--- config.mk ---
export PLATFORM = sky130hd
export DESIGN_NAME = adc_mode_clock_config_regs
export DESIGN_NICKNAME = d
export VERILOG_FILES = /design/src/adc_cfg_pkg.sv /design/src/adc_mode_clock_config_regs.sv
export SDC_FILE = /design/constraint.sdc
export NUM_CORES = 1
export LEC_CHECK = 0
export BUFFER_PORTS_ARGS = -buffer_cell sky130_fd_sc_hd__buf_2
export CAP_MARGIN = 20
export CELL_PAD_IN_SITES_DETAIL_PLACEMENT = 0
export CELL_PAD_IN_SITES_GLOBAL_PLACEMENT = 1
export CORE_ASPECT_RATIO = 1.75
export CORE_MARGIN = 8
export CORE_UTILIZATION = 35
export DETAILED_ROUTE_END_ITERATION = 8
export HOLD_SLACK_MARGIN = 0.05
export MAX_ROUTING_LAYER = met4
export PLACE_DENSITY_LB_ADDON = 0.12
export SETUP_SLACK_MARGIN = 0.05
export SYNTH_ARGS = -nofsm -noshare
export SYNTH_HDL_FRONTEND = slang
export SYNTH_SLANG_ARGS = --single-unit
--- constraint.sdc ---
create_clock -name clk -period 3.55 [get_ports clk]
set_input_delay 0.5325 -clock clk [delete_from_list [all_inputs] [get_ports clk]]
set_output_delay 0.5325 -clock clk [all_outputs]
set_load 0.03 [all_outputs]
--- src/adc_cfg_pkg.sv ---
// Package: register map, field positions, reset values and types
package adc_cfg_pkg;

  localparam int NUM_CHANNELS = 6;

  // ----------------------------------------
  // Register addresses and reset values
  // ----------------------------------------
  localparam logic [7:0]  OPERATING_MODE_CONFIG_ADDR    = 8'h02;
  localparam logic [7:0]  CLOCK_AND_CHANNEL_CONFIG_ADDR = 8'h03;
  localparam logic [15:0] OPERATING_MODE_CONFIG_RESET    = 16'h0510;
  localparam logic [15:0] CLOCK_AND_CHANNEL_CONFIG_RESET = 16'h7F0E;

  // Writable bits; writes clear the reserved ones, but clock bit 14 resets to 1
  localparam logic [15:0] MODE_WRITE_MASK  = 16'h3F1F;
  localparam logic [15:0] CLOCK_WRITE_MASK = 16'h3FDF;

  // ----------------------------------------
  // Mode register field positions
  // ----------------------------------------
  localparam int MODE_REG_CHECK_BIT    = 13;
  localparam int MODE_INPUT_CHECK_BIT  = 12;
  localparam int MODE_POLY_BIT         = 11;
  localparam int MODE_RESET_FLAG_BIT   = 10;
  localparam int MODE_WORD_LEN_LSB     = 8;
  localparam int MODE_TIMEOUT_BIT      = 4;
  localparam int MODE_READY_SRC_LSB    = 2;
  localparam int MODE_READY_FLOAT_BIT  = 1;
  localparam int MODE_READY_PULSE_BIT  = 0;

  // ----------------------------------------
  // Clock register field positions
  // ----------------------------------------
  localparam int CLOCK_CHAN_EN_LSB     = 8;
  localparam int CLOCK_OSC_DIS_BIT     = 7;
  localparam int CLOCK_EXT_VREF_BIT    = 6;
  localparam int CLOCK_OSR_LSB         = 2;
  localparam int CLOCK_POWER_LSB       = 0;

  // Base oversampling ratio at code 000b
  localparam int OSR_BASE_RATIO        = 128;

  // Length of the ready low pulse, in clock cycles
  localparam int READY_PULSE_CYCLES    = 4;

  // ----------------------------------------
  // Encodings
  // ----------------------------------------
  typedef enum logic [1:0] {
    WORD_16         = 2'h0,
    WORD_24         = 2'h1,
    WORD_32_ZERO    = 2'h2,
    WORD_32_SIGN    = 2'h3
  } word_length_t;

  typedef enum logic [1:0] {
    READY_LAGGING   = 2'h0,
    READY_OR        = 2'h1,
    READY_LEADING_A = 2'h2,
    READY_LEADING_B = 2'h3
  } ready_source_t;

  typedef enum logic [1:0] {
    POWER_VERY_LOW  = 2'h0,
    POWER_LOW       = 2'h1,
    POWER_HIGH_RES  = 2'h2,
    POWER_HIGH_RES2 = 2'h3
  } power_mode_t;

  // ----------------------------------------
  // Carriers
  // ----------------------------------------
  typedef struct packed {
    logic [7:0]  addr;
    logic [15:0] wdata;
    logic        write;
    logic        read;
  } reg_req_t;

  typedef struct packed {
    logic          reg_check_enable;
    logic          input_check_enable;
    logic          poly_ansi;
    logic          reset_flag;
    word_length_t  word_length_select;
    logic          timeout_enable;
    logic [NUM_CHANNELS-1:0] channel_conv_enable;
    logic          oscillator_disable;
    logic          external_vref_enable;
    logic [2:0]    oversample_select;
    logic [14:0]   oversample_ratio;
    power_mode_t   power_mode_select;
  } config_out_t;

  typedef struct packed {
    logic drive;
    logic value;
  } ready_pin_t;

endpackage

--- src/adc_mode_clock_config_regs.sv ---
// Mode and clock configuration registers with ready pin and word formatter
//
// Implementation choice: the address-and-strobe port.
`timescale 1ns/10ps
// Behaviour
// - Register-map check tracking runs only while mode bit 13 is set.
// - Incoming frame check runs only while mode bit 12 is set.
// - Mode bit 11 picks CCITT (0, reset) or ANSI (1) polynomial.
// - Mode bit 10 resets to 1; writing 0 clears the reset indication.
// - Mode bits 9:8 set word length; 00b 16 bits, 01b 24 bits default.
// - 32-bit words: 10b pads low byte zero, 11b sign-extends top byte.
// - Mode bit 4 enables serial timeout; resets to 1.
// - Ready source 00b follows most lagging channel, 01b ORs enabled ones.
// - Ready source 10b and 11b follow the most leading enabled channel.
// - Idle ready pin drives high if mode bit 1 is 0, floats if 1.
// - With data, ready holds low if mode bit 0 is 0, pulses if 1.
// - Clock bits 13..8 enable channels 5..0; all reset to 1.
// - Clock bit 7 set disables the crystal oscillator; resets to 0.
// - Clock bit 6 set selects external reference; resets to 0.
// - Clock bits 4:2 give oversampling 128 shl code; reset code 011b.
// - Clock bits 1:0 power: 00b very low, 01b low, 1xb high-res.
// - Clock register at address 03h, reset value 7F0Eh.
// - Mode register at address 02h, reset value 0510h.
module adc_mode_clock_config_regs
  import adc_cfg_pkg::*;
#(
  parameter int CHANNELS     = NUM_CHANNELS,
  parameter int PULSE_CYCLES = READY_PULSE_CYCLES
)
(
  input  wire logic                clk,
  input  wire logic                sys_rst,
  input  wire logic [7:0]          reg_addr,
  input  wire logic [15:0]         reg_wdata,
  input  wire logic                reg_write,
  input  wire logic                reg_read,
  output logic      [15:0]         reg_rdata,
  input  wire logic [CHANNELS-1:0] channel_data_ready,
  input  wire logic                conversion_consumed,
  input  wire logic                status_reset_clear_ack,
  input  wire logic [23:0]         sample_in,
  output logic      [31:0]         sample_word,
  output logic      [5:0]          sample_bits,
  output logic                     status_reset_flag,
  output config_out_t              config_out,
  output logic                     reg_check_active,
  output logic                     input_check_active,
  output logic                     conversion_ready_pin_out,
  output logic                     conversion_ready_pin_oe
);

  // ----------------------------------------
  // State
  // ----------------------------------------
  typedef enum logic [2:0] {
    PIN_IDLE  = 3'h1,
    PIN_PULSE = 3'h2,
    PIN_HOLD  = 3'h4
  } pin_state_t;

  typedef struct packed {
    logic [15:0]         mode_reg;
    logic [15:0]         clock_reg;
    logic [15:0]         rdata;
    logic                status_reset;
    pin_state_t          pin_state;
    logic [7:0]          pulse_count;
    logic [CHANNELS-1:0] seen;
    logic [31:0]         word;
    logic [5:0]          bits;
  } state_t;

  state_t state;
  state_t next_state;
  reg_req_t req;
  logic [CHANNELS-1:0] enabled;
  logic                any_ready;
  logic                all_ready;
  logic                source_event;
  ready_pin_t          pin;

  // Masks a value to its writable bits
  function automatic logic [15:0] masked(input logic [15:0] value,
                                         input logic [15:0] mask);
    masked = value & mask;
  endfunction

  assign req = '{addr: reg_addr, wdata: reg_wdata,
                 write: reg_write, read: reg_read};
  assign enabled = state.clock_reg[CLOCK_CHAN_EN_LSB +: CHANNELS];

  // ----------------------------------------
  // Ready source selection
  // ----------------------------------------
  always_comb
  begin
    any_ready = |(channel_data_ready & enabled);
    // Lagging: fires once every enabled channel has reported this round
    all_ready = (enabled != '0) &&
                (((state.seen | channel_data_ready) & enabled) == enabled);
    unique case (ready_source_t'(state.mode_reg[MODE_READY_SRC_LSB +: 2]))
      READY_LAGGING:   source_event = all_ready;
      READY_OR:        source_event = any_ready;
      READY_LEADING_A,
      READY_LEADING_B: source_event = any_ready &&
                                      ((state.seen & enabled) == '0);
    endcase
  end

  // ----------------------------------------
  // Next state
  // ----------------------------------------
  always_comb
  begin
    next_state = state;
    next_state.rdata = '0;

    // Register writes
    if (req.write)
    begin
      if (req.addr == OPERATING_MODE_CONFIG_ADDR)
      begin
        next_state.mode_reg = masked(req.wdata, MODE_WRITE_MASK);
        // Only a written 0 clears; writing 1 keeps the indication
        next_state.mode_reg[MODE_RESET_FLAG_BIT] =
          state.mode_reg[MODE_RESET_FLAG_BIT] &
          req.wdata[MODE_RESET_FLAG_BIT];
        if (!req.wdata[MODE_RESET_FLAG_BIT])
          next_state.status_reset = 1'b0;
      end
      if (req.addr == CLOCK_AND_CHANNEL_CONFIG_ADDR)
        next_state.clock_reg = masked(req.wdata, CLOCK_WRITE_MASK);
    end

    // Register reads, data in the following cycle
    if (req.read)
    begin
      unique case (req.addr)
        OPERATING_MODE_CONFIG_ADDR:    next_state.rdata = state.mode_reg;
        CLOCK_AND_CHANNEL_CONFIG_ADDR: next_state.rdata = state.clock_reg;
        default:                       next_state.rdata = '0;
      endcase
    end

    // Per-channel tracking for lagging and leading selection
    // A round closes once every enabled channel has reported, so leading
    // mode signals only the first channel of each round
    if (all_ready)
      next_state.seen = '0;
    else
      next_state.seen = (state.seen | channel_data_ready) & enabled;

    // Ready pin sequencing
    unique case (state.pin_state)
      PIN_IDLE:
        if (source_event)
        begin
          if (state.mode_reg[MODE_READY_PULSE_BIT])
          begin
            next_state.pin_state   = PIN_PULSE;
            next_state.pulse_count = 8'(PULSE_CYCLES - 1);
          end
          else
            next_state.pin_state = PIN_HOLD;
        end
      PIN_PULSE:
        if (state.pulse_count == '0)
          next_state.pin_state = PIN_IDLE;
        else
          next_state.pulse_count = state.pulse_count - 8'h01;
      PIN_HOLD:
        // Held low until the host takes the data
        if (conversion_consumed)
          next_state.pin_state = PIN_IDLE;
      default:
        next_state.pin_state = PIN_IDLE;
    endcase

    // Output word formatting
    unique case (word_length_t'(state.mode_reg[MODE_WORD_LEN_LSB +: 2]))
      WORD_16:
      begin
        next_state.word = {16'h0000, sample_in[23:8]};
        next_state.bits = 6'h10;
      end
      WORD_24:
      begin
        next_state.word = {8'h00, sample_in};
        next_state.bits = 6'h18;
      end
      WORD_32_ZERO:
      begin
        next_state.word = {sample_in, 8'h00};
        next_state.bits = 6'h20;
      end
      WORD_32_SIGN:
      begin
        next_state.word = {{8{sample_in[23]}}, sample_in};
        next_state.bits = 6'h20;
      end
    endcase
  end

  // ----------------------------------------
  // State register
  // ----------------------------------------
  always_ff @(posedge clk or posedge sys_rst)
  begin
    if (sys_rst)
    begin
      state.mode_reg     <= OPERATING_MODE_CONFIG_RESET;
      state.clock_reg    <= CLOCK_AND_CHANNEL_CONFIG_RESET;
      state.rdata        <= 16'h0000;
      state.status_reset <= 1'b1;
      state.pin_state    <= PIN_IDLE;
      state.pulse_count  <= 8'h00;
      state.seen         <= '0;
      state.word         <= 32'h0000_0000;
      state.bits         <= 6'h18;
    end
    else
      state <= next_state;
  end

  // ----------------------------------------
  // Ready pin drive
  // ----------------------------------------
  always_comb
  begin
    if (state.pin_state == PIN_IDLE)
    begin
      // Idle: high, or released so several devices can share the line
      pin.value = 1'b1;
      pin.drive = ~state.mode_reg[MODE_READY_FLOAT_BIT];
    end
    else
    begin
      pin.value = 1'b0;
      pin.drive = 1'b1;
    end
  end

  assign conversion_ready_pin_out = pin.value;
  assign conversion_ready_pin_oe  = pin.drive;

  // ----------------------------------------
  // Outputs
  // ----------------------------------------
  assign reg_rdata          = state.rdata;
  assign sample_word        = state.word;
  assign sample_bits        = state.bits;
  assign status_reset_flag  = state.status_reset;
  assign reg_check_active   = state.mode_reg[MODE_REG_CHECK_BIT];
  assign input_check_active = state.mode_reg[MODE_INPUT_CHECK_BIT];

  always_comb
  begin
    config_out.reg_check_enable   = state.mode_reg[MODE_REG_CHECK_BIT];
    config_out.input_check_enable = state.mode_reg[MODE_INPUT_CHECK_BIT];
    config_out.poly_ansi          = state.mode_reg[MODE_POLY_BIT];
    config_out.reset_flag         = state.mode_reg[MODE_RESET_FLAG_BIT];
    config_out.word_length_select =
      word_length_t'(state.mode_reg[MODE_WORD_LEN_LSB +: 2]);
    config_out.timeout_enable     = state.mode_reg[MODE_TIMEOUT_BIT];
    config_out.channel_conv_enable = enabled;
    config_out.oscillator_disable =
      state.clock_reg[CLOCK_OSC_DIS_BIT];
    config_out.external_vref_enable =
      state.clock_reg[CLOCK_EXT_VREF_BIT];
    config_out.oversample_select  = state.clock_reg[CLOCK_OSR_LSB +: 3];
    config_out.oversample_ratio   = 15'(OSR_BASE_RATIO)
      << state.clock_reg[CLOCK_OSR_LSB +: 3];
    config_out.power_mode_select  =
      power_mode_t'(state.clock_reg[CLOCK_POWER_LSB +: 2]);
  end

endmodule

==> flow_results.org <==
** Timing
- Max_slew headroom :: about half
- Final min period :: between 2000 and 2500 ps
- The final number of hold-violating endpoints is 0.
- Setup TNS after final layout :: 0 ps
- Across the routed clock network, the largest skew measured is about 6.9 ps.
- Maximum operating frequency :: between 400 and 500 MHz
- Hold_ws :: 276 ps
- For the pin with the worst max-slew slack, the measured transition is between 700 and 800 ps.
- Tcrit/Tclk final :: between 60% and 70%
- Setup violations remaining at the end of the flow were counted as 0.
- RSZ-0062 raised after global routing :: no
- Count of final max-slew check failures :: 0

** Synthesis
- Cell variety after synth :: 46
- Post-synthesis cell type with the largest combined area :: sky130_fd_sc_hd__dfrtp_1
- Share of Yosys cell area claimed by the top area cell type :: between 40% and 50%
- Most area-consuming cells after synthesis :: sky130_fd_sc_hd__dfrtp_1 42%, sky130_fd_sc_hd__buf_4 14%, sky130_fd_sc_hd__dfstp_2 9.9%
- In this run, synthesis produced a sequential element count of slightly above 90.
- For this run, the leading register cell type out of synthesis is sky130_fd_sc_hd__dfrtp_1.
- Total of warnings raised by yosys :: 0
- Post-synth EDFFs :: 0
- In the synthesized netlist, the number of instances is between 400 and 500.
- Summing every instance area after synthesis gives around 4500 sq um.
- Of all flip-flops after synthesis, the portion carrying an async set or reset was between 90% and 100%.
- Share of synthesized area occupied by flip-flops and latches :: roughly half
- A synthesized cell averages 11.1 sq um.

** Route
- In the routed design, unresolved DRC markers number 0.
- DRT Wirelength :: roughly 11,000 um
- Length of the first detailed-routing pass in iterations :: 4
- For this block, the via count after detailed routing is 2,944.
- Once detail routing completed, the nets flagged for antenna violations numbered 0.
- Avg Vias per Cell :: 4.56
- Initial DRC Count :: between 80 and 90
- In the final routed layout, each cell accounts on average for roughly 17 um.

** Global route
- Total track usage :: ~14%
- Number of antenna violations at the first check in global routing :: 1
- GRT overflow :: 0
- Pin count of the biggest net entering global routing :: 50
- The number of global-route vias before repair came to approximately 3,300.
- The first global-routing pass estimated about 18,000 um of wire.

** Clock tree
- Maximum level of the CTS H-tree :: 3
- Maximum count of clock buffers along a single path :: 2
- Clock tree synthesis selected as its root buffer the cell sky130_fd_sc_hd__clkbuf_16.
- TritonCTS clock tree :: done
- Clock-pin slew on the worst setup and hold paths :: around 70 ps
- Hold buffer count at cts :: 0
- At the later pin of the worst-skew pair, clock insertion delay measures about 330 ps.
- Post-CTS Setup Bufs :: 0
- Number of clock sinks :: slightly above 90
- Num CTS Buffers :: 9
- The number of gates resized after CTS was 0.

** Setup path
- Across all register-to-register paths, the minimum setup slack is around 1400 ps.
- Worst Setup End Kind :: output port
- Data arrives at the worst endpoint at about 1900 ps.
- Walking the worst path, the cells encountered are nor3b_1 > buf_2.
- Critical path's slowest cell :: sky130_fd_sc_hd__nor3b_1
- At the worst endpoint, the required time is 3020 ps.
- In this design, the stage delay of the slowest critical-path cell is about 650 ps.
- Along the worst path, the maximum fanout reaches 6.
- The critical path is of the flip-flop to output port type.
- Worst setup SP type :: flip-flop

** Finish
- Commonest non-fill, non-tap cell in the layout :: sky130_fd_sc_hd__buf_2
- The area growth from synthesis to layout is 12.3%.
- Post-layout instance area :: approximately 5000 sq um
- The layout has between 1,000 and 1,500 filler cells.
- At the end of the flow the core is filled with cells to about 40%.
- Layout cells sized above 1 :: 42.9%
- After the last flow step, the layout net total stands at 530.
- Leaving out fill and tap cells, the most frequent cells in the layout are 137 x sky130_fd_sc_hd__buf_2, 75 x sky130_fd_sc_hd__dfrtp_1, 31 x sky130_fd_sc_hd__nor2_1, 22 x sky130_fd_sc_hd__nand2_1, 21 x sky130_fd_sc_hd__mux2i_1.

** Placement
- Post-place instance area :: between 4000 and 5000 sq um
- The congestion estimate from routability-driven global placement came to between 0.7 and 0.8.
- Buffers placed on the I/O ports in this run total between 100 and 150.
- The wire-length estimate of the detail-placed layout is roughly 8600 um.

** Floorplanning
- The floorplan step defined a core boundary enclosing 12,700 sq um.
- In this run the vertical extent of the chip is 166 um.
- Ports placed on the boundary :: between 150 and 200
- Width of the die :: between 100 and 150 um
- After floorplanning, the core was divided into 55 placement rows.
- The initial utilization of the core area, before any placement, comes to between 30% and 40%.
- The die covers about 17,000 sq um.

** Run
- Max-cap violations in this run came to 0.

** Power
- Dividing total power by cell area gives a power density of between 400 and 500 nW/um^2.
- The worst-case IR drop observed on VDD is 0.226 mV.
- The design draws roughly 0.0023 W.
- Leakage power total :: ~2.6 nW

** Run status
- Run status :: finished, final reports clean

** Worst hold path
- In this run the worst hold path is classified as primary input to asynchronous set/reset pin.
## cells by family after synthesis
group           share of synthesized area (%)
other cells                            0.0835
fa+ha+maj                               0.557
compound gates                           9.55
buf+inv                                  15.7
simple gates                             11.9
mux                                      10.4
flops                                    51.7
## worst max-delay path: cells and delay by family (launching register included)
family | cells | cell delay, ps
buffers and inverters | 1 | 330
and+or+nand+nor | 1 | 650
DFF | 1 | 570
## stage by stage
stage               instances  setup WS (ps)
global route              645            913
CTS                       644           1050
detailed placement        628           1070
floorplan                 416            654
global placement          628           1090
finish                    645           1130
## worst paths after layout
check | cells past startpoint | start | end
worst min register to register | 1 | status_reset_flag | status_reset_flag
max in group asynchronous | 3 | sys_rst | config_out[28]
worst max register to register | 6 | config_out[23] | state[54]
min in group clk | 2 | reg_wdata[7] | config_out[21]
worst min-delay path | 2 | sys_rst | sample_word[0]
worst max-delay path | 2 | state[52] | conversion_ready_pin_out
## synth_stat cells, drive strengths merged (7+ instances only)
cell / number
o21ai: 11
a21oi: 14
clkbuf: 13
mux2i: 21
dfrtp: 75
mux2: 23
nor2: 31
dfstp: 17
nand2b: 8
nand2: 22
buf: 86
and3b: 7
a22oi: 7
a22o: 16
## layout make-up
type | count | area, sq um | share of cell area, %
sequential | 92 | 2320 | 46.0
multi-input combinational | 219 | 1500 | 29.8
timing repair buffer | 140 | 708 | 14.0
clock buffer | 11 | 243 | 4.81
tap | 171 | 214 | 4.24
clock inverter | 5 | 27.5 | 0.545
inverter | 6 | 25.0 | 0.496
antenna | 1 | 2.50 | 0.0496
## metal layers
metal | up-vias | share of wire, % | GRT usage, %
met4 | 0 | 0.89 | 4.89
li1 | 1422 | - | -
met5 | - | 0 | -
met2 | 87 | 54 | 25.0
met3 | 7 | 6.8 | 3.95
met1 | 1428 | 38 | 14.6
## power breakdown
part / internal [W] / switching (W) / total (W) / leakage, nW
clock: 0.000489 / 0.000389 / 0.000878 / 0.135
sequential: 0.00109 / 0.0000309 / 0.00112 / 1.16
combinational: 0.0000933 / 0.000197 / 0.000290 / 1.31
## state kept, by name, summed over array words and instances (netlist names)
register	count
status_reset_flag	1
config_out	20
state	22
sample_word	32
sample_bits	3
reg_rdata	14
Note: power is estimated with default switching activity, not from simulation.
